### src/logic/pdcb_pkg.sv
/*
  Constants, field layout and enumerations for the DSP and line-driver
  configuration bank of a 10/100 PHY.
  Assumes a single 200 MHz clock and a plain management register port
  that carries the extended register addresses.
*/
`default_nettype none

package pdcb_pkg;

  typedef logic [15:0] pdcb_word_t;

  localparam int unsigned PDCB_NREG = 6;

  // Register addresses, register indices.
  localparam pdcb_word_t PDCB_OFS_LVL_A = 16'h030b;
  localparam pdcb_word_t PDCB_OFS_LVL_B = 16'h030c;
  localparam pdcb_word_t PDCB_OFS_SWEEP = 16'h030f;
  localparam pdcb_word_t PDCB_OFS_GAIN  = 16'h0311;
  localparam pdcb_word_t PDCB_OFS_COEFF = 16'h0313;
  localparam pdcb_word_t PDCB_OFS_TLOOP = 16'h031c;

  localparam int PDCB_IDX_LVL_A = 0;
  localparam int PDCB_IDX_LVL_B = 1;
  localparam int PDCB_IDX_SWEEP = 2;
  localparam int PDCB_IDX_GAIN  = 3;
  localparam int PDCB_IDX_COEFF = 4;
  localparam int PDCB_IDX_TLOOP = 5;

  localparam logic [PDCB_NREG-1:0][15:0] PDCB_OFS_ALL = {
    PDCB_OFS_TLOOP, PDCB_OFS_COEFF, PDCB_OFS_GAIN,
    PDCB_OFS_SWEEP, PDCB_OFS_LVL_B, PDCB_OFS_LVL_A};

  // Reset values.
  localparam logic [PDCB_NREG-1:0][15:0] PDCB_RST_ALL = {
    16'h1101, 16'h06f8, 16'h01fc, 16'h0464, 16'h0020, 16'h0c00};

  // Writable bits; everything else is reserved and reads as zero.
  localparam logic [PDCB_NREG-1:0][15:0] PDCB_MASK_ALL = {
    16'hffff, 16'hffff, 16'he1fe, 16'h07ff, 16'h003f, 16'h0fff};

  // Field positions.
  localparam int PDCB_MINUS_LSB   = 6;
  localparam int PDCB_ZERO_LSB    = 0;
  localparam int PDCB_PLUS_LSB    = 0;
  localparam int PDCB_TIMER_LSB   = 8;
  localparam int PDCB_HOLD1_BIT   = 7;
  localparam int PDCB_HOLD2_BIT   = 6;
  localparam int PDCB_HOLD3_BIT   = 5;
  localparam int PDCB_CHK_LSB     = 2;
  localparam int PDCB_FACC_BIT    = 1;
  localparam int PDCB_DFERST_BIT  = 0;
  localparam int PDCB_GMAP_LSB    = 14;
  localparam int PDCB_CSEL_BIT    = 13;
  localparam int PDCB_C0S_LSB     = 1;
  localparam int PDCB_C0L_LSB     = 8;
  localparam int PDCB_C1S_LSB     = 0;
  localparam int PDCB_KPON_BIT    = 15;
  localparam int PDCB_KFON_BIT    = 14;
  localparam int PDCB_KPVAL_LSB   = 11;
  localparam int PDCB_KFVAL_LSB   = 7;
  localparam int PDCB_KPHON_BIT   = 6;
  localparam int PDCB_KPHVAL_BIT  = 5;
  localparam int PDCB_KFHON_BIT   = 4;
  localparam int PDCB_KFHVAL_BIT  = 3;
  localparam int PDCB_TEDPOL_BIT  = 2;
  localparam int PDCB_ESEL_BIT    = 1;
  localparam int PDCB_PREEN_BIT   = 0;

  // Metric check index within the three-bit enable field.
  localparam int PDCB_CHK_DFE = 0;
  localparam int PDCB_CHK_MSE = 1;
  localparam int PDCB_CHK_PRE = 2;

  localparam logic [1:0] PDCB_GMAP_BAD = 2'h3;
  localparam logic [1:0] PDCB_GMAP_DEF = 2'h0;

  typedef enum logic [1:0] {
    PDCB_SYM_ZERO  = 2'b00,
    PDCB_SYM_PLUS  = 2'b01,
    PDCB_SYM_IDLE  = 2'b10,
    PDCB_SYM_MINUS = 2'b11
  } pdcb_sym_e;

  typedef enum logic [1:0] {
    PDCB_FFE_OTHER = 2'b00,
    PDCB_FFE_ST1   = 2'b01,
    PDCB_FFE_ST2   = 2'b10,
    PDCB_FFE_ST3   = 2'b11
  } pdcb_ffe_e;

  typedef enum logic [1:0] {
    PDCB_CAB_SHORT = 2'b00,
    PDCB_CAB_MID   = 2'b01,
    PDCB_CAB_LONG  = 2'b10,
    PDCB_CAB_NONE  = 2'b11
  } pdcb_cable_e;

endpackage : pdcb_pkg

`default_nettype wire

### src/logic/pdcb_reg_if.sv
/*
  Carrier between the bank's control logic and its register store.
  Assumes the control side decodes addresses into one-hot write selects.
*/
`default_nettype none

interface pdcb_reg_if
  import pdcb_pkg::*;
  ();
  logic [PDCB_NREG-1:0]       wr_sel;
  pdcb_word_t                 wdata;
  logic [PDCB_NREG-1:0][15:0] q;

  modport store (input wr_sel, input wdata, output q);
  modport ctrl  (output wr_sel, output wdata, input q);
endinterface : pdcb_reg_if

`default_nettype wire

### src/logic/pdcb_reg_store.sv
/*
  Storage for the six configuration words, with reserved bits masked.
  Assumes at most one write select is high per cycle.
*/
`default_nettype none

module pdcb_reg_store
  import pdcb_pkg::*;
  (
  // Clock and reset.
  input wire logic  clk,
  input wire logic  reset_n,
  // Register carrier.
  pdcb_reg_if.store rif
  );

  always_ff @(posedge clk) begin
    for (int i = 0; i < PDCB_NREG; i++) begin
      if (!reset_n) begin
        rif.q[i] <= PDCB_RST_ALL[i];
      end else if (rif.wr_sel[i]) begin
        rif.q[i] <= rif.wdata & PDCB_MASK_ALL[i];
      end
    end
  end
endmodule : pdcb_reg_store

`default_nettype wire

### src/logic/pdcb_top.sv
/*
  DSP and line-driver configuration bank: management register port,
  readback, and the registered control outputs that steer the line
  driver, the feed-forward equalizer sequence, the sweep and the timing
  loop.
  Assumes management accesses are synchronous to clk and that the DSP
  supplies its symbol, sequence state, cable class and adapted values.
*/
// Functional notes
// - Minus-one and zero drive codes come from fields 11-6 and 5-0.
// - Plus-one drive code comes from bits 5-0 of second level reg.
// - First feed-forward state duration uses timer select bits 10-8.
// - Each feed-forward state holds its equalizer while its bit is one.
// - Sweep metric checks run only when their enable bit is set.
// - Bit 1 clears frequency accumulator on each sweep iteration.
// - Bit 0 resets feedback equalizer coefficients each iteration.
// - Two-bit field picks one of exactly three gain combinations.
// - Bit 13 selects least-squares set, else low pre-cursor set.
// - Short cables force coefficient 0 from bits 8-1.
// - Long cables force coefficient 0 from bits 15-8.
// - Short cables force coefficient 1 from bits 7-0.
// - Bit 15 overrides proportional gain with bits 13-11.
// - Bit 14 overrides integral gain with bits 10-7.
// - With bit 6 set, bit 5 freezes or unfreezes proportional arm.
// - With bit 4 set, bit 3 freezes or unfreezes integral arm.
// - Energy input is slicer input, or DC-free converter when bit set.
// - Pre-cursor metric is computed only while its enable bit is set.
`default_nettype none

module pdcb_top
  import pdcb_pkg::*;
  (
  // Clock and reset.
  input  wire logic       clk,
  input  wire logic       reset_n,
  // Management register port.
  input  wire logic       mgmt_wr_en,
  input  wire logic       mgmt_rd_en,
  input  wire logic [15:0] mgmt_addr,
  input  wire logic [15:0] mgmt_wdata,
  output var  logic [15:0] mgmt_rdata_r,
  output var  logic       mgmt_rd_valid_r,
  // Line driver.
  input  wire pdcb_sym_e  tx_symbol,
  output var  logic [5:0] line_drive_code_r,
  // Feed-forward equalizer sequence.
  input  wire pdcb_ffe_e  ffe_state,
  output var  logic [2:0] first_ffwd_state_timer_r,
  output var  logic       ffwd_hold_r,
  // Equalization sweep.
  input  wire logic       sweep_active,
  input  wire logic       sweep_iter,
  output var  logic       chk_dfe_en_r,
  output var  logic       chk_mse_en_r,
  output var  logic       chk_pre_en_r,
  output var  logic       freqacc_clear_r,
  output var  logic       dfe_coeff_reset_r,
  // Gain and coefficient selection.
  input  wire pdcb_cable_e cable_class,
  output var  logic [1:0] gain_map_sel_r,
  output var  logic       coeff_set_ls_r,
  output var  logic [7:0] coeff0_force_r,
  output var  logic       coeff0_force_valid_r,
  output var  logic [7:0] coeff1_force_r,
  output var  logic       coeff1_force_valid_r,
  // Timing loop.
  input  wire logic [2:0] adapted_kp,
  input  wire logic [3:0] adapted_kf,
  input  wire logic       adapted_prop_hold,
  input  wire logic       adapted_integ_hold,
  output var  logic [2:0] eff_kp_r,
  output var  logic [3:0] eff_kf_r,
  output var  logic       prop_arm_hold_r,
  output var  logic       integ_arm_hold_r,
  output var  logic       ted_pol_invert_r,
  output var  logic       precursor_metric_en_r,
  // Energy detect.
  input  wire logic [9:0] slicer_in,
  input  wire logic [9:0] adc_dc_free,
  output var  logic [9:0] energy_in_r
  );

  // A forced hold bit wins over the adapted hold only while its enable is on.
  function automatic logic arm_hold(input logic on, input logic val,
                                    input logic adapted);
    arm_hold = on ? val : adapted;
  endfunction : arm_hold

  pdcb_reg_if rif ();

  pdcb_reg_store u_store (
    .clk     (clk),
    .reset_n (reset_n),
    .rif     (rif)
  );

  // Address decode.
  logic [PDCB_NREG-1:0] addr_hit;
  logic [15:0]          rd_word;

  always_comb begin
    for (int i = 0; i < PDCB_NREG; i++) begin
      addr_hit[i] = (mgmt_addr == PDCB_OFS_ALL[i]);
    end
  end

  assign rif.wr_sel = mgmt_wr_en ? addr_hit : '0;
  assign rif.wdata  = mgmt_wdata;

  // Unmapped addresses read back as zero.
  always_comb begin
    rd_word = 16'h0000;
    for (int i = 0; i < PDCB_NREG; i++) begin
      if (addr_hit[i]) begin
        rd_word = rif.q[i] & PDCB_MASK_ALL[i];
      end
    end
  end

  // Field views.
  pdcb_word_t reg_a, reg_b, reg_sw, reg_g, reg_c, reg_t;
  assign reg_a  = rif.q[PDCB_IDX_LVL_A];
  assign reg_b  = rif.q[PDCB_IDX_LVL_B];
  assign reg_sw = rif.q[PDCB_IDX_SWEEP];
  assign reg_g  = rif.q[PDCB_IDX_GAIN];
  assign reg_c  = rif.q[PDCB_IDX_COEFF];
  assign reg_t  = rif.q[PDCB_IDX_TLOOP];

  logic [5:0] minus_code, zero_code, plus_code;
  logic [2:0] ffwd_timer;
  logic       ffwd_state1_hold, ffwd_state2_hold, ffwd_state3_hold;
  logic [2:0] chk_en;
  logic       freqacc_clr_on, dfe_reset_on;
  logic [1:0] gain_map_raw;
  logic       coeff_ls_on;
  logic [7:0] c0_short, c0_long, c1_short;
  logic       prop_gain_override_on, integ_gain_override_on;
  logic [2:0] prop_gain_override_value;
  logic [3:0] integ_gain_override_value;
  logic       prop_arm_hold_on, prop_arm_hold_value;
  logic       integ_arm_hold_on, integ_arm_hold_value;
  logic       energy_adc_on, precursor_on, ted_pol_on;

  assign minus_code = reg_a[PDCB_MINUS_LSB +: 6];
  assign zero_code  = reg_a[PDCB_ZERO_LSB +: 6];
  assign plus_code  = reg_b[PDCB_PLUS_LSB +: 6];
  assign ffwd_timer = reg_sw[PDCB_TIMER_LSB +: 3];
  assign ffwd_state1_hold = reg_sw[PDCB_HOLD1_BIT];
  assign ffwd_state2_hold = reg_sw[PDCB_HOLD2_BIT];
  assign ffwd_state3_hold = reg_sw[PDCB_HOLD3_BIT];
  assign chk_en         = reg_sw[PDCB_CHK_LSB +: 3];
  assign freqacc_clr_on = reg_sw[PDCB_FACC_BIT];
  assign dfe_reset_on   = reg_sw[PDCB_DFERST_BIT];
  assign gain_map_raw   = reg_g[PDCB_GMAP_LSB +: 2];
  assign coeff_ls_on    = reg_g[PDCB_CSEL_BIT];
  assign c0_short       = reg_g[PDCB_C0S_LSB +: 8];
  assign c0_long        = reg_c[PDCB_C0L_LSB +: 8];
  assign c1_short       = reg_c[PDCB_C1S_LSB +: 8];
  assign prop_gain_override_on     = reg_t[PDCB_KPON_BIT];
  assign integ_gain_override_on    = reg_t[PDCB_KFON_BIT];
  assign prop_gain_override_value  = reg_t[PDCB_KPVAL_LSB +: 3];
  assign integ_gain_override_value = reg_t[PDCB_KFVAL_LSB +: 4];
  assign prop_arm_hold_on     = reg_t[PDCB_KPHON_BIT];
  assign prop_arm_hold_value  = reg_t[PDCB_KPHVAL_BIT];
  assign integ_arm_hold_on    = reg_t[PDCB_KFHON_BIT];
  assign integ_arm_hold_value = reg_t[PDCB_KFHVAL_BIT];
  assign ted_pol_on    = reg_t[PDCB_TEDPOL_BIT];
  assign energy_adc_on = reg_t[PDCB_ESEL_BIT];
  assign precursor_on  = reg_t[PDCB_PREEN_BIT];

  // Next values of the control outputs.
  logic [5:0] drive_nxt;
  logic       hold_nxt;
  logic [1:0] gain_map_nxt;
  logic [7:0] c0_nxt;
  logic       c0_valid_nxt;
  logic       c1_valid_nxt;
  logic [2:0] kp_nxt;
  logic [3:0] kf_nxt;
  logic [9:0] energy_nxt;

  // The idle symbol drives the zero level so the line rests at mid scale.
  assign drive_nxt = (tx_symbol == PDCB_SYM_MINUS) ? minus_code :
                     (tx_symbol == PDCB_SYM_PLUS)  ? plus_code  :
                     zero_code;

  always_comb begin
    case (ffe_state)
      PDCB_FFE_ST1: hold_nxt = ffwd_state1_hold;
      PDCB_FFE_ST2: hold_nxt = ffwd_state2_hold;
      PDCB_FFE_ST3: hold_nxt = ffwd_state3_hold;
      default:      hold_nxt = 1'b0;
    endcase
  end

  // A code of three has no gain combination behind it; the default is used.
  assign gain_map_nxt = (gain_map_raw == PDCB_GMAP_BAD) ?
                        PDCB_GMAP_DEF : gain_map_raw;

  assign c0_nxt = (cable_class == PDCB_CAB_LONG) ?
                  c0_long : c0_short;
  assign c0_valid_nxt = (cable_class == PDCB_CAB_SHORT) ||
                        (cable_class == PDCB_CAB_LONG);
  assign c1_valid_nxt = (cable_class == PDCB_CAB_SHORT);

  assign kp_nxt = prop_gain_override_on  ? prop_gain_override_value
                                         : adapted_kp;
  assign kf_nxt = integ_gain_override_on ? integ_gain_override_value
                                         : adapted_kf;

  assign energy_nxt = energy_adc_on ? adc_dc_free : slicer_in;

  // Management answer.
  always_ff @(posedge clk) begin
    if (!reset_n) begin
      mgmt_rdata_r    <= 16'h0000;
      mgmt_rd_valid_r <= 1'b0;
    end else begin
      mgmt_rd_valid_r <= mgmt_rd_en;
      if (mgmt_rd_en) begin
        mgmt_rdata_r <= rd_word;
      end
    end
  end

  // Line driver, sequence and sweep controls.
  always_ff @(posedge clk) begin
    if (!reset_n) begin
      line_drive_code_r        <= 6'h00;
      first_ffwd_state_timer_r <= 3'h0;
      ffwd_hold_r              <= 1'b0;
      chk_dfe_en_r             <= 1'b0;
      chk_mse_en_r             <= 1'b0;
      chk_pre_en_r             <= 1'b0;
      freqacc_clear_r          <= 1'b0;
      dfe_coeff_reset_r        <= 1'b0;
    end else begin
      line_drive_code_r        <= drive_nxt;
      first_ffwd_state_timer_r <= ffwd_timer;
      ffwd_hold_r              <= hold_nxt;
      chk_dfe_en_r <= sweep_active & chk_en[PDCB_CHK_DFE];
      chk_mse_en_r <= sweep_active & chk_en[PDCB_CHK_MSE];
      chk_pre_en_r <= sweep_active & chk_en[PDCB_CHK_PRE];
      freqacc_clear_r   <= sweep_iter & freqacc_clr_on;
      dfe_coeff_reset_r <= sweep_iter & dfe_reset_on;
    end
  end

  // Gain, coefficient, timing-loop and energy-detect controls.
  always_ff @(posedge clk) begin
    if (!reset_n) begin
      gain_map_sel_r        <= 2'h0;
      coeff_set_ls_r        <= 1'b0;
      coeff0_force_r        <= 8'h00;
      coeff0_force_valid_r  <= 1'b0;
      coeff1_force_r        <= 8'h00;
      coeff1_force_valid_r  <= 1'b0;
      eff_kp_r              <= 3'h0;
      eff_kf_r              <= 4'h0;
      prop_arm_hold_r       <= 1'b0;
      integ_arm_hold_r      <= 1'b0;
      ted_pol_invert_r      <= 1'b0;
      precursor_metric_en_r <= 1'b0;
      energy_in_r           <= 10'h000;
    end else begin
      gain_map_sel_r        <= gain_map_nxt;
      coeff_set_ls_r        <= coeff_ls_on;
      coeff0_force_r        <= c0_nxt;
      coeff0_force_valid_r  <= c0_valid_nxt;
      coeff1_force_r        <= c1_short;
      coeff1_force_valid_r  <= c1_valid_nxt;
      eff_kp_r              <= kp_nxt;
      eff_kf_r              <= kf_nxt;
      prop_arm_hold_r  <= arm_hold(prop_arm_hold_on, prop_arm_hold_value,
                                   adapted_prop_hold);
      integ_arm_hold_r <= arm_hold(integ_arm_hold_on, integ_arm_hold_value,
                                   adapted_integ_hold);
      ted_pol_invert_r      <= ted_pol_on;
      precursor_metric_en_r <= precursor_on;
      energy_in_r           <= energy_nxt;
    end
  end
endmodule : pdcb_top

`default_nettype wire

### config.mk
export PLATFORM = sky130hd
export DESIGN_NAME = pdcb_top
export DESIGN_NICKNAME = d
export VERILOG_FILES = /design/src/logic/pdcb_pkg.sv /design/src/logic/pdcb_reg_if.sv /design/src/logic/pdcb_reg_store.sv /design/src/logic/pdcb_top.sv
export SDC_FILE = /design/constraint.sdc
export NUM_CORES = 1
export LEC_CHECK = 0
export BUFFER_PORTS_ARGS = -buffer_cell sky130_fd_sc_hd__buf_2
export CAP_MARGIN = 20
export CORE_AREA = 5 5 110 112
export DETAILED_ROUTE_END_ITERATION = 16
export DIE_AREA = 0 0 115 117
export GPL_ROUTABILITY_DRIVEN = 0
export PLACE_DENSITY = 0.83
export SYNTH_ARGS = -nofsm -noshare
export SYNTH_HDL_FRONTEND = slang
export SYNTH_SLANG_ARGS = --single-unit
### constraint.sdc
create_clock -name clk -period 2.5 [get_ports clk]
set_input_delay 0.125 -clock clk [delete_from_list [all_inputs] [get_ports clk]]
set_output_delay 0.125 -clock clk [all_outputs]
set_load 0.02 [all_outputs]
==> impl_metrics.prom, run 1 <==
# TYPE chip_impl_metric gauge
chip_impl_info{name="outcome",value="finished clean"} 1
chip_impl_metric{name="portBuffers",unit=""} 146
chip_impl_metric{name="worstPathRequired",unit="ps"} 2840
chip_impl_metric{name="placementRows",unit=""} 39
chip_impl_info{name="hold_path_class",value="input port to register"} 1
chip_impl_metric{name="n_antenna_cell",unit=""} 0
chip_impl_metric{name="wirelength_routed",unit="um"} 17900
chip_impl_info{name="critical_path.slowest_cell",value="sky130_fd_sc_hd__or4_1"} 1
chip_impl_info{name="endpoint_kind",value="register"} 1
chip_impl_metric{name="post-route-min-period",unit="ps"} 2010
chip_impl_metric{name="cap_violations",unit=""} 0
chip_impl_metric{name="detail_route.wl_per_cell",unit="um"} 18.4
chip_impl_metric{name="yosys_register_bits",unit=""} 146
chip_impl_metric{name="synth_enable_flop_cells",unit=""} 0
chip_impl_metric{name="p_leak",unit="uW"} 0.00334
chip_impl_metric{name="detailedRoute.firstIterationViolations",unit=""} 523
chip_impl_metric{name="slew_violations",unit=""} 0
chip_impl_metric{name="setup_viol",unit=""} 0
chip_impl_metric{name="cts.htree.levels",unit=""} 4
chip_impl_metric{name="final.setup.tns",unit="ps"} 0
chip_impl_info{name="grt_setup_unrepaired",value="no"} 1
chip_impl_metric{name="layout-drive-gt1-share",unit=""} 0.258
chip_impl_metric{name="clock-sinks",unit=""} 146
chip_impl_info{name="clk_root_buf",value="sky130_fd_sc_hd__clkbuf_16"} 1
chip_impl_metric{name="post-route-drc-count",unit=""} 0
chip_impl_metric{name="worst_hold_slack",unit="ps"} 17.9
chip_impl_metric{name="power-per-cell-area",unit="mW/mm^2"} 720
chip_impl_metric{name="synthDistinctLibCells",unit=""} 49
chip_impl_info{name="worstSetupStartpointType",value="input port"} 1
chip_impl_metric{name="all_layer_gr_usage",unit=""} 0.271
chip_impl_metric{name="antenna_found_initial",unit=""} 0
chip_impl_metric{name="grt_first_pass_wirelength",unit="um"} 28400
chip_impl_metric{name="coreArea",unit="sq mm"} 0.0111
chip_impl_metric{name="initial_core_utilization",unit=""} 0.514
chip_impl_metric{name="synth-seq-area-share",unit=""} 0.511
chip_impl_info{name="setup_cp_type",value="input port to register"} 1
chip_impl_metric{name="clock_tree.buffer_depth",unit=""} 2
chip_impl_metric{name="critPathMaxStageDelay",unit="ps"} 790
chip_impl_metric{name="max-slew-margin-rel",unit=""} 0.510
chip_impl_metric{name="fp.dieArea",unit="sq mm"} 0.0135
chip_impl_metric{name="dp_hpwl",unit="um"} 12400
chip_impl_metric{name="synth_area",unit="sq mm"} 0.00572
chip_impl_metric{name="worstMarginPinSlew",unit="ps"} 734
chip_impl_metric{name="max_freq",unit="MHz"} 497
chip_impl_metric{name="vias_in_the_first_global_route",unit=""} 5671
chip_impl_metric{name="firstDrtPassIters",unit=""} 8
chip_impl_metric{name="pin_count_of_the_biggest_net_entering_global_routing",unit=""} 56
chip_impl_info{name="synth_ff_type",value="sky130_fd_sc_hd__dfxtp_1"} 1
chip_impl_metric{name="synthesis.area_per_instance",unit="sq um"} 8.99
chip_impl_metric{name="syn2layout_area_growth",unit="%"} 33.0
chip_impl_metric{name="insertion_delay",unit="ps"} 430
chip_impl_metric{name="min_period_over_period",unit=""} 0.805
chip_impl_metric{name="route.vias.total",unit=""} 5522
chip_impl_metric{name="clkSlewWorstSetupHoldPaths",unit="ps"} 60
chip_impl_metric{name="viasPerCell",unit=""} 5.68
chip_impl_metric{name="floorplan.io_pins",unit=""} 147
chip_impl_metric{name="async_reset_ff_frac",unit=""} 0
chip_impl_info{name="tritoncts_clock_tree",value="built"} 1
chip_impl_metric{name="die-width",unit="um"} 115
chip_impl_metric{name="clock_skew_after_layout",unit="ps"} 12.4
chip_impl_info{name="cp_cell_sequence",value="buf_2 > or4_1 > nor4_2 > buf_4 > and2_1 > nand2_1 > a21oi_1"} 1
chip_impl_metric{name="critical_path_peak_fanout",unit=""} 12
chip_impl_metric{name="nets",unit=""} 889
chip_impl_metric{name="final_design_area_no_fill",unit="sq mm"} 0.00760
chip_impl_metric{name="worst_ir_drop_vdd",unit="mV"} 0.434
chip_impl_metric{name="mappedNetlistNets",unit=""} 709
chip_impl_metric{name="overflow",unit=""} 0
chip_impl_metric{name="antenna_violating_nets_post_route",unit=""} 0
chip_impl_metric{name="dpl-instance-area",unit="sq mm"} 0.00656
chip_impl_metric{name="warning_count_from_the_yosys_run",unit=""} 0
chip_impl_metric{name="syn_inst",unit=""} 636
chip_impl_metric{name="cts_inserted_buffers",unit=""} 17
chip_impl_metric{name="chipHeight",unit="um"} 117
chip_impl_metric{name="final-hold-violation-count",unit=""} 0
chip_impl_metric{name="arrival_time_of_data_at_the_critical_path_endpoint",unit="ps"} 2350
metrics by stage:
stage          utilization  total power [uW]  worst slack (ps)  instances
2_1_floorplan            -              2620               646        636
5_1_grt              0.683              5630               429        972
3_3_place_gp         0.589              2770               299        899
4_1_cts              0.683              5480               572        972
6_report             0.683              5470               487        972
3_5_place_dp         0.589              2780               190        899
power by group:
group          switching (uW)  internal [uW]  leakage (uW)
clock                    1020           1670      0.000299
combinational             236            162       0.00185
sequential               12.7           2370       0.00119
cells by family (layout without fill, tap and decap cells):
kind of cell	after synthesis	in the layout	synth area share
AOI/OAI and AO/OA	113	113	0.124
buffers and inverters	50	243	0.0403
DFF	146	146	0.511
muxes	55	55	0.0972
and+or+nand+nor	272	272	0.228
flip-flops by register name (all words and copies together), names as in the netlist, 2 cells and up:
name,count
coeff0_force_r,8
coeff1_force_r,8
eff_kf_r,4
eff_kp_r,3
energy_in_r,10
first_ffwd_state_timer_r,3
gain_map_sel_r,2
line_drive_code_r,6
mgmt_rdata_r,16
u_store.rif.q,72
worst max-delay path: cells and delay by family:
kind,cells,cell delay (ps)
compound gates,1,170
buf+inv,2,340
simple gates,4,1700
final timing paths:
check	slack (ps)	start	cells past startpoint	endpoint
hold reg to reg	450	mgmt_rdata_r[4]$_SDFFE_PN0P_	2	mgmt_rdata_r[4]$_SDFFE_PN0P_
setup reg to reg	710	u_store.rif.q[81]$_SDFFE_PN0P_	3	energy_in_r[8]$_SDFF_PN0_
hold / removal	20	mgmt_wdata[10]	3	u_store.rif.q[90]$_SDFFE_PN0P_
setup / recovery	490	mgmt_addr[13]	7	u_store.rif.q[7]$_SDFFE_PN0P_
layout by cell type (no fill, tap or decap), types with 4 or more instances in the layout:
master                          Yosys  layout
sky130_fd_sc_hd__a211oi_1           6       6
sky130_fd_sc_hd__a21oi_1           38      38
sky130_fd_sc_hd__a21oi_2            4       4
sky130_fd_sc_hd__a222oi_1           8       8
sky130_fd_sc_hd__a22oi_1           12      12
sky130_fd_sc_hd__a31oi_1            4       4
sky130_fd_sc_hd__and2_1            18      18
sky130_fd_sc_hd__and3_1             9       9
sky130_fd_sc_hd__buf_2             10     146
sky130_fd_sc_hd__buf_4              2      19
sky130_fd_sc_hd__clkbuf_16          0      17
sky130_fd_sc_hd__clkinvlp_4         0       4
sky130_fd_sc_hd__dfxtp_1          146     146
sky130_fd_sc_hd__dlygate4sd3_1      0      41
sky130_fd_sc_hd__inv_1              4       4
sky130_fd_sc_hd__mux2_2             4       4
sky130_fd_sc_hd__mux2i_1           51      51
sky130_fd_sc_hd__nand2_1          130     130
sky130_fd_sc_hd__nand3_1           24      24
sky130_fd_sc_hd__nor2_1            58      58
sky130_fd_sc_hd__o21ai_0           27      27
sky130_fd_sc_hd__or4_1              4       4
synth_stat cells, types with 2 or more instances:
cell type                     n  area share
sky130_fd_sc_hd__a211oi_1     6      0.0079
sky130_fd_sc_hd__a21o_1       3      0.0039
sky130_fd_sc_hd__a21oi_1     38       0.033
sky130_fd_sc_hd__a21oi_2      4      0.0061
sky130_fd_sc_hd__a222oi_1     8       0.014
sky130_fd_sc_hd__a22oi_1     12       0.016
sky130_fd_sc_hd__a31oi_1      4      0.0044
sky130_fd_sc_hd__and2_1      18       0.020
sky130_fd_sc_hd__and3_1       9      0.0098
sky130_fd_sc_hd__buf_1        2      0.0013
sky130_fd_sc_hd__buf_2       10      0.0088
sky130_fd_sc_hd__buf_4        2      0.0026
sky130_fd_sc_hd__buf_6        3      0.0059
sky130_fd_sc_hd__clkbuf_1    28       0.018
sky130_fd_sc_hd__dfxtp_1    146        0.51
sky130_fd_sc_hd__inv_1        4      0.0026
sky130_fd_sc_hd__mux2_2       4      0.0079
sky130_fd_sc_hd__mux2i_1     51       0.089
sky130_fd_sc_hd__nand2_1    130       0.085
sky130_fd_sc_hd__nand2b_1     3      0.0033
sky130_fd_sc_hd__nand3_1     24       0.021
sky130_fd_sc_hd__nand4_1      2      0.0022
sky130_fd_sc_hd__nand4b_1     3      0.0046
sky130_fd_sc_hd__nor2_1      58       0.038
sky130_fd_sc_hd__nor2b_1      3      0.0033
sky130_fd_sc_hd__nor3_1       3      0.0026
sky130_fd_sc_hd__nor3b_1      2      0.0026
sky130_fd_sc_hd__nor4_4       3       0.011
sky130_fd_sc_hd__o2111ai_1    3      0.0046
sky130_fd_sc_hd__o21ai_0     27       0.024
sky130_fd_sc_hd__o21ai_1      2      0.0018
sky130_fd_sc_hd__or4_1        4      0.0053
routing by layer:
layer,routed length (um),share of wire,track usage
met1,6790,0.38,0.317
met2,8370,0.47,0.452
met3,2020,0.11,0.0771
met4,703,0.039,0.142
met5,0,0,0
layout make-up:
cell class	count	area (sq um)
Clock inverter	12	169
Fill cell	828	3520
Inverter	5	18.8
Multi-Input combinational cell	440	2560
Timing Repair Buffer	206	1280
Clock buffer	20	467
Sequential cell	146	2920
Tap cell	143	179
what timing repair did:
| action | CTS | global route |
|---|---|---|
| setup buffers | 0 | 0 |
| gates resized for setup | 0 | 0 |
| hold buffers | 41 | 0 |
| hold endpoints to repair | 42 | 0 |
Note: power is estimated with default switching activity, not from simulation.
==> run 2: changes to the inputs <==
==> constraint.sdc (replaced) <==
create_clock -name clk -period 2.1 [get_ports clk]
set_input_delay 0.105 -clock clk [delete_from_list [all_inputs] [get_ports clk]]
set_output_delay 0.105 -clock clk [all_outputs]
set_load 0.02 [all_outputs]
==> run 2 against run 1 <==
Against the previous run: setup slack lost 160 ps; hold slack better by 9.7 ps; total power is 13% higher; global-route usage shrank 0.99 points; wire length shrank 1.8%; non-clock buffer count rose by 11; final cell count is 1.1% higher; clock skew is 5.9 ps lower; largest cell class unchanged; highest routed layer unchanged.
==> impl_metrics.prom, run 2 (synthesis results as in run 1) <==
# TYPE chip_impl_metric gauge
chip_impl_info{name="outcome",value="finished clean"} 1
chip_impl_metric{name="antenna_violating_nets_post_route",unit=""} 0
chip_impl_metric{name="firstDrtPassIters",unit=""} 6
chip_impl_metric{name="detailedRoute.firstIterationViolations",unit=""} 541
chip_impl_info{name="tritoncts_clock_tree",value="built"} 1
chip_impl_metric{name="all_layer_gr_usage",unit=""} 0.261
chip_impl_info{name="globalRoute.busiestLayer",value="met2"} 1
chip_impl_metric{name="min_period_over_period",unit=""} 0.844
chip_impl_metric{name="global_route.usage.met1",unit=""} 0.325
chip_impl_info{name="regToRegEndpoint",value="energy_in_r[5]$_SDFF_PN0_"} 1
chip_impl_metric{name="post-route-util",unit=""} 0.688
chip_impl_metric{name="chipHeight",unit="um"} 117
chip_impl_metric{name="largest_register_ffs",unit=""} 72
chip_impl_info{name="critical_path.slowest_cell",value="sky130_fd_sc_hd__or4_1"} 1
chip_impl_info{name="reg_top3",value="u_store.rif.q x72, mgmt_rdata_r x16, energy_in_r x10"} 1
chip_impl_metric{name="arrival_time_of_data_at_the_critical_path_endpoint",unit="ps"} 2110
chip_impl_metric{name="portBuffers",unit=""} 146
chip_impl_metric{name="antenna_found_initial",unit=""} 0
chip_impl_metric{name="globalRouteMet3Util",unit=""} 0.0602
chip_impl_info{name="setup_cp_type",value="input port to register"} 1
chip_impl_metric{name="syn2layout_area_growth",unit="%"} 33.8
chip_impl_metric{name="critical_path_peak_fanout",unit=""} 12
chip_impl_metric{name="viasPerCell",unit=""} 5.61
chip_impl_metric{name="clock_tree.buffer_depth",unit=""} 2
chip_impl_info{name="grt_setup_unrepaired",value="no"} 1
chip_impl_metric{name="layout-drive-gt1-share",unit=""} 0.260
chip_impl_metric{name="power-per-cell-area",unit="mW/mm^2"} 810
chip_impl_metric{name="die-width",unit="um"} 115
chip_impl_metric{name="p_leak",unit="uW"} 0.00337
chip_impl_metric{name="clkSlewWorstSetupHoldPaths",unit="ps"} 60
chip_impl_metric{name="worst_ir_drop_vdd",unit="mV"} 0.490
chip_impl_metric{name="critPathMaxStageDelay",unit="ps"} 510
chip_impl_metric{name="floorplan.io_pins",unit=""} 147
chip_impl_metric{name="vias_in_the_first_global_route",unit=""} 5461
chip_impl_metric{name="final_cell_count_no_fill",unit=""} 983
chip_impl_metric{name="route.vias.total",unit=""} 5511
chip_impl_info{name="cp_cell_sequence",value="buf_2 > or4_1 > buf_4 > nor4_2 > and2_1 > nand2_1 > a21oi_1"} 1
chip_impl_metric{name="final.setup.tns",unit="ps"} 0
chip_impl_metric{name="final-hold-violation-count",unit=""} 0
chip_impl_metric{name="grt_use_met2",unit=""} 0.426
chip_impl_info{name="hold_path_class",value="input port to register"} 1
chip_impl_info{name="worstSetupStartpointType",value="input port"} 1
chip_impl_metric{name="post-cts-setup-buffer-count",unit=""} 0
chip_impl_metric{name="detail_route.wl_per_cell",unit="um"} 17.9
chip_impl_metric{name="worstPathRequired",unit="ps"} 2430
chip_impl_metric{name="slew_violations",unit=""} 0
chip_impl_metric{name="ff2ff_setup_slack",unit="ps"} 340
chip_impl_metric{name="insertion_delay",unit="ps"} 420
chip_impl_metric{name="coreArea",unit="sq mm"} 0.0111
chip_impl_metric{name="n_antenna_cell",unit=""} 0
chip_impl_metric{name="post-route-drc-count",unit=""} 0
chip_impl_metric{name="cap_violations",unit=""} 0
chip_impl_metric{name="wirelength_routed",unit="um"} 17600
chip_impl_metric{name="clock-sinks",unit=""} 146
chip_impl_metric{name="dp_hpwl",unit="um"} 11900
chip_impl_metric{name="nets",unit=""} 900
chip_impl_metric{name="grt_first_pass_wirelength",unit="um"} 27400
chip_impl_metric{name="overflow",unit=""} 0
chip_impl_metric{name="cts_inserted_buffers",unit=""} 17
chip_impl_metric{name="cts.htree.levels",unit=""} 4
chip_impl_info{name="clk_root_buf",value="sky130_fd_sc_hd__clkbuf_16"} 1
chip_impl_info{name="endpoint_kind",value="register"} 1
chip_impl_info{name="critical_path.reg2reg.startpoint",value="u_store.rif.q[81]$_SDFFE_PN0P_"} 1
chip_impl_metric{name="clock_skew_after_layout",unit="ps"} 6.55
chip_impl_metric{name="pin_count_of_the_biggest_net_entering_global_routing",unit=""} 55
chip_impl_metric{name="fillCellCount",unit=""} 823
chip_impl_metric{name="setup_viol",unit=""} 0
chip_impl_metric{name="dp.cells",unit=""} 905
chip_impl_metric{name="fp.dieArea",unit="sq mm"} 0.0135
chip_impl_metric{name="placementRows",unit=""} 39
chip_impl_metric{name="r2r.worst_path.cells",unit=""} 3
chip_impl_metric{name="final_design_area_no_fill",unit="sq mm"} 0.00765
chip_impl_metric{name="dpl-instance-area",unit="sq mm"} 0.00663
chip_impl_metric{name="initial_core_utilization",unit=""} 0.514
chip_impl_metric{name="worstMarginPinSlew",unit="ps"} 651
chip_impl_metric{name="post_cts.resized_instances",unit=""} 0
chip_impl_info{name="largest_register",value="u_store.rif.q"} 1
chip_impl_metric{name="max_freq",unit="MHz"} 564
chip_impl_info{name="layout_common_cells",value="sky130_fd_sc_hd__dfxtp_1 (146), sky130_fd_sc_hd__buf_2 (146), sky130_fd_sc_hd__nand2_1 (130)"} 1
chip_impl_info{name="crit_path_start",value="mgmt_addr[13]"} 1
chip_impl_info{name="capture_point_of_the_worst_path",value="u_store.rif.q[8]$_SDFFE_PN0P_"} 1
chip_impl_metric{name="post-route-min-period",unit="ps"} 1770
chip_impl_metric{name="max-slew-margin-rel",unit=""} 0.565
==> run 2: worst max-delay path, delay by kind of cell <==
family / cells / cell delay (ps)
simple gates: 4 / 1500
buf+inv: 2 / 290
compound gates: 1 / 200
==> run 2: area by class of cell <==
class / instances / area (sq um) / area share
Inverter: 5 / 18.8 / 0.00245
Clock buffer: 21 / 460 / 0.0602
Clock inverter: 11 / 103 / 0.0134
Timing Repair Buffer: 217 / 1400 / 0.183
Sequential cell: 146 / 2920 / 0.382
Tap cell: 143 / 179 / 0.0234
Multi-Input combinational cell: 440 / 2560 / 0.335
==> run 2: per-stage QoR <==
stage	setup slack, ps	total power [uW]	hold slack [ps]
global placement	9.50	3290	281
global route	181	6380	32.7
CTS	353	6210	9.95
detailed placement	-91.1	3300	301
floorplan	266	3110	177
finish	328	6190	27.7
==> run 2: repair_timing <==
| item | in CTS | in global routing |
|---|---|---|
| hold endpoints to repair | 57 | 0 |
| setup endpoints to repair | 0 | 0 |
| hold buffers | 46 | 0 |
==> run 2: worst min-delay path by stage <==
stage / slack (ps) / from / to / cells after the start
3_5_place_dp: 300 / cable_class[1] / coeff1_force_valid_r$_SDFF_PN0_ / 2
2_1_floorplan: 180 / cable_class[0] / coeff0_force_valid_r$_SDFF_PN0_ / 1
5_1_grt: 30 / mgmt_wdata[1] / u_store.rif.q[49]$_SDFFE_PN0P_ / 3
3_3_place_gp: 280 / cable_class[1] / coeff1_force_valid_r$_SDFF_PN0_ / 2
4_1_cts: 10 / mgmt_wdata[3] / u_store.rif.q[3]$_SDFFE_PN0P_ / 3
6_report: 30 / mgmt_wdata[2] / u_store.rif.q[82]$_SDFFE_PN0P_ / 3
==> run 2: layer usage <==
metal | wire (um) | up-vias | share of wire
met5 | 0 | - | 0
met4 | 656 | 0 | 0.037
met3 | 1730 | 48 | 0.099
met2 | 8270 | 343 | 0.47
met1 | 6900 | 2544 | 0.39
li1 | - | 2576 | -
==> run 2: report_power, final <==
group	switching [uW]	leakage (uW)	internal, uW
Sequential	16.4	0.00119	2820
Clock	1180	0.000271	1700
Combinational	279	0.00191	201
==> run 3: changes to the inputs <==
--- a/config.mk
+++ b/config.mk
@@ -5,13 +5,14 @@
 export SDC_FILE = /design/constraint.sdc
 export NUM_CORES = 1
 export LEC_CHECK = 0
+export ABC_AREA = 1
 export BUFFER_PORTS_ARGS = -buffer_cell sky130_fd_sc_hd__buf_2
 export CAP_MARGIN = 20
-export CORE_AREA = 5 5 110 112
+export CORE_AREA = 5 5 117 119
 export DETAILED_ROUTE_END_ITERATION = 16
-export DIE_AREA = 0 0 115 117
+export DIE_AREA = 0 0 122 124
 export GPL_ROUTABILITY_DRIVEN = 0
-export PLACE_DENSITY = 0.83
+export PLACE_DENSITY = 0.78
 export SYNTH_ARGS = -nofsm -noshare
 export SYNTH_HDL_FRONTEND = slang
 export SYNTH_SLANG_ARGS = --single-unit
==> constraint.sdc (replaced) <==
create_clock -name clk -period 1.6 [get_ports clk]
set_input_delay 0.08 -clock clk [delete_from_list [all_inputs] [get_ports clk]]
set_output_delay 0.08 -clock clk [all_outputs]
set_load 0.02 [all_outputs]
==> run 3 against run 2 <==
Against the previous run: design area rose by 4.0%; die area rose by 12%; synthesized cell count rose by 21%; register-to-register slack barely moved; setup slack got worse by 89 ps; hold slack got worse by 8.3 ps.
==> impl_metrics.prom, run 3 <==
# TYPE chip_impl_metric gauge
chip_impl_metric{name="syn2layout_area_growth",unit="%"} 37.0
chip_impl_metric{name="grt_first_pass_wirelength",unit="um"} 28000
chip_impl_info{name="outcome",value="finished clean"} 1
chip_impl_metric{name="synth-seq-area-share",unit=""} 0.503
chip_impl_metric{name="post-place-ws",unit="ps"} 54.1
chip_impl_metric{name="overflow",unit=""} 0
chip_impl_metric{name="arrival_time_of_data_at_the_critical_path_endpoint",unit="ps"} 1660
chip_impl_metric{name="floorplan.io_pins",unit=""} 147
chip_impl_metric{name="portBuffers",unit=""} 146
chip_impl_metric{name="coreArea",unit="sq mm"} 0.0125
chip_impl_info{name="largest_register",value="u_store.rif.q"} 1
chip_impl_metric{name="viasPerCell",unit=""} 5.14
chip_impl_metric{name="finalWorstSetupSlack",unit="ps"} 239
chip_impl_metric{name="critical_path_peak_fanout",unit=""} 7
chip_impl_metric{name="insertion_delay",unit="ps"} 420
chip_impl_info{name="critical_path.slowest_cell",value="sky130_fd_sc_hd__dlygate4sd3_1"} 1
chip_impl_metric{name="antenna_violating_nets_post_route",unit=""} 0
chip_impl_metric{name="cts.htree.levels",unit=""} 4
chip_impl_info{name="synthTopCellsByCount",value="sky130_fd_sc_hd__dfxtp_1 (146), sky130_fd_sc_hd__nand2_1 (125), sky130_fd_sc_hd__inv_1 (101)"} 1
chip_impl_metric{name="synthesis.area_per_instance",unit="sq um"} 7.56
chip_impl_metric{name="nets",unit=""} 1047
chip_impl_metric{name="initial_core_utilization",unit=""} 0.466
chip_impl_metric{name="clock_skew_after_layout",unit="ps"} 6.56
chip_impl_metric{name="max-slew-margin-rel",unit=""} 0.695
chip_impl_metric{name="cts_inserted_buffers",unit=""} 17
chip_impl_metric{name="n_antenna_cell",unit=""} 0
chip_impl_metric{name="synth_area",unit="sq mm"} 0.00581
chip_impl_metric{name="pin_count_of_the_biggest_net_entering_global_routing",unit=""} 78
chip_impl_info{name="tritoncts_clock_tree",value="built"} 1
chip_impl_info{name="setup_cp_type",value="input port to register"} 1
chip_impl_info{name="layout_common_cells",value="sky130_fd_sc_hd__dfxtp_1 (146), sky130_fd_sc_hd__buf_2 (146), sky130_fd_sc_hd__nand2_1 (125)"} 1
chip_impl_metric{name="final-hold-violation-count",unit=""} 0
chip_impl_info{name="hold_path_class",value="input port to register"} 1
chip_impl_metric{name="dp_hpwl",unit="um"} 12600
chip_impl_metric{name="worst_ir_drop_vdd",unit="mV"} 0.667
chip_impl_metric{name="post-cts-setup-buffer-count",unit=""} 0
chip_impl_info{name="grt_setup_unrepaired",value="no"} 1
chip_impl_metric{name="power-per-cell-area",unit="mW/mm^2"} 1050
chip_impl_metric{name="post-route-drc-count",unit=""} 0
chip_impl_metric{name="vias_in_the_first_global_route",unit=""} 5520
chip_impl_metric{name="fp.dieArea",unit="sq mm"} 0.0151
chip_impl_metric{name="detail_route.wl_per_cell",unit="um"} 15.6
chip_impl_metric{name="synth_enable_flop_cells",unit=""} 0
chip_impl_metric{name="max_freq",unit="MHz"} 735
chip_impl_metric{name="detailedRoute.firstIterationViolations",unit=""} 584
chip_impl_metric{name="async_reset_ff_frac",unit=""} 0
chip_impl_metric{name="synthDistinctLibCells",unit=""} 29
chip_impl_metric{name="cts_hold_repair.buffers",unit=""} 50
chip_impl_metric{name="setup_viol",unit=""} 0
chip_impl_metric{name="worstMarginPinSlew",unit="ps"} 457
chip_impl_metric{name="clock-sinks",unit=""} 146
chip_impl_metric{name="warning_count_from_the_yosys_run",unit=""} 0
chip_impl_metric{name="syn_inst",unit=""} 768
chip_impl_info{name="synth_ff_type",value="sky130_fd_sc_hd__dfxtp_1"} 1
chip_impl_metric{name="wirelength_routed",unit="um"} 18100
chip_impl_metric{name="chipHeight",unit="um"} 124
chip_impl_info{name="endpoint_kind",value="register"} 1
chip_impl_metric{name="cap_violations",unit=""} 0
chip_impl_metric{name="antenna_found_initial",unit=""} 0
chip_impl_metric{name="post_cts.resized_instances",unit=""} 0
chip_impl_metric{name="clock_tree.buffer_depth",unit=""} 2
chip_impl_info{name="cp_cell_sequence",value="dlygate4sd3_1 > buf_2 > nor2_1 > clkinv_1 > buf_4 > o21ai_0 > a21oi_1"} 1
chip_impl_info{name="synth_top_cells_by_area",value="sky130_fd_sc_hd__dfxtp_1 (50%), sky130_fd_sc_hd__nand2_1 (8.1%), sky130_fd_sc_hd__a21oi_1 (6.6%)"} 1
chip_impl_metric{name="layout-drive-gt1-share",unit=""} 0.239
chip_impl_metric{name="mappedNetlistNets",unit=""} 841
chip_impl_metric{name="critPathMaxStageDelay",unit="ps"} 550
chip_impl_metric{name="post-route-min-period",unit="ps"} 1360
chip_impl_metric{name="fillCellCount",unit=""} 1090
chip_impl_metric{name="die-width",unit="um"} 122
chip_impl_metric{name="firstDrtPassIters",unit=""} 5
chip_impl_metric{name="all_layer_gr_usage",unit=""} 0.243
chip_impl_metric{name="post-synth-top-area-fraction",unit=""} 0.503
chip_impl_metric{name="slew_violations",unit=""} 0
chip_impl_metric{name="yosys_register_bits",unit=""} 146
chip_impl_info{name="clk_root_buf",value="sky130_fd_sc_hd__clkbuf_16"} 1
chip_impl_metric{name="p_leak",unit="uW"} 0.00388
chip_impl_info{name="yosysMostFrequentCell",value="sky130_fd_sc_hd__dfxtp_1"} 1
chip_impl_info{name="reg_top3",value="u_store.rif.q x72, mgmt_rdata_r x16, energy_in_r x10"} 1
chip_impl_info{name="synth_top_area_cell",value="sky130_fd_sc_hd__dfxtp_1"} 1
chip_impl_metric{name="clkSlewWorstSetupHoldPaths",unit="ps"} 60
chip_impl_metric{name="worstPathRequired",unit="ps"} 1900
chip_impl_metric{name="placementRows",unit=""} 41
chip_impl_info{name="worstSetupStartpointType",value="input port"} 1
chip_impl_metric{name="route.vias.total",unit=""} 5959
chip_impl_metric{name="final.setup.tns",unit="ps"} 0
chip_impl_metric{name="largest_register_ffs",unit=""} 72
chip_impl_metric{name="min_period_over_period",unit=""} 0.851
[run 3: changes by cell type in the layout (fill, tap and decap cells not counted), sizes merged, moves of 9 or more]
| cell | previous run | this run |
|---|---|---|
| mux2i | 51 | 0 |
| nor2 | 58 | 91 |
| a21oi | 42 | 77 |
| nand3 | 24 | 34 |
| nand4 | 2 | 11 |
| o21ai | 29 | 92 |
| a22oi | 12 | 0 |
| and2 | 18 | 0 |
| and3 | 9 | 0 |
| inv | 9 | 110 |
| o211ai | 1 | 20 |
[run 3: area by class of cell]
class | instances | area [sq um] | area share
timing repair buffer | 222 | 1490 | 0.187
clock inverter | 13 | 158 | 0.0198
inverter | 112 | 422 | 0.0530
tap | 172 | 215 | 0.0270
sequential | 146 | 2920 | 0.367
multi-input combinational | 475 | 2300 | 0.289
clock buffer | 19 | 453 | 0.0569
[run 3: cell families after synthesis]
group,share of synthesized area
and+or+nand+nor,0.213
AOI/OAI and AO/OA,0.182
buffers and inverters,0.101
DFF,0.503
[run 3: final timing paths]
check,cells past startpoint,slack [ps],start,to
worst max-delay path,7,240,cable_class[0],coeff0_force_r[5]$_SDFF_PN0_
worst min register to register,2,440,u_store.rif.q[40]$_SDFFE_PN0P_,first_ffwd_state_timer_r[0]$_SDFF_PN0_
worst min-delay path,3,20,mgmt_wdata[1],u_store.rif.q[49]$_SDFFE_PN0P_
worst max register to register,3,350,u_store.rif.q[81]$_SDFFE_PN0P_,energy_in_r[7]$_SDFF_PN0_
[run 3: routing by layer]
metal	wire (um)	vias to the layer above	global-route usage
met1	6990	2705	0.300
met3	1950	46	0.0672
met4	588	0	0.101
li1	-	2911	-
met2	8530	297	0.402
met5	0	-	0
[run 3: metrics by stage]
stage / cells / area, sq um / hold slack (ps) / power (uW) / util
4_1_cts: 1159 / 7960 / 0.816 / 8410 / 0.638
2_1_floorplan: 768 / 5810 / 152 / 4040 / -
3_5_place_dp: 1077 / 6850 / 271 / 4280 / 0.549
5_1_grt: 1159 / 7960 / 16.1 / 8660 / 0.638
6_report: 1159 / 7960 / 19.4 / 8360 / 0.638
3_3_place_gp: 1077 / 6850 / 265 / 4280 / 0.549
[run 3: worst max-delay path, delay by kind of cell]
family                 cells  cell delay, ps
buffers and inverters      4            1150
and+or+nand+nor            1             220
AOI/OAI and AO/OA          2             200
[run 3: power by group]
group,internal (uW),switching (uW),leakage (uW)
sequential,3690,13.2,0.00119
combinational,248,358,0.00240
clock,2530,1520,0.000291
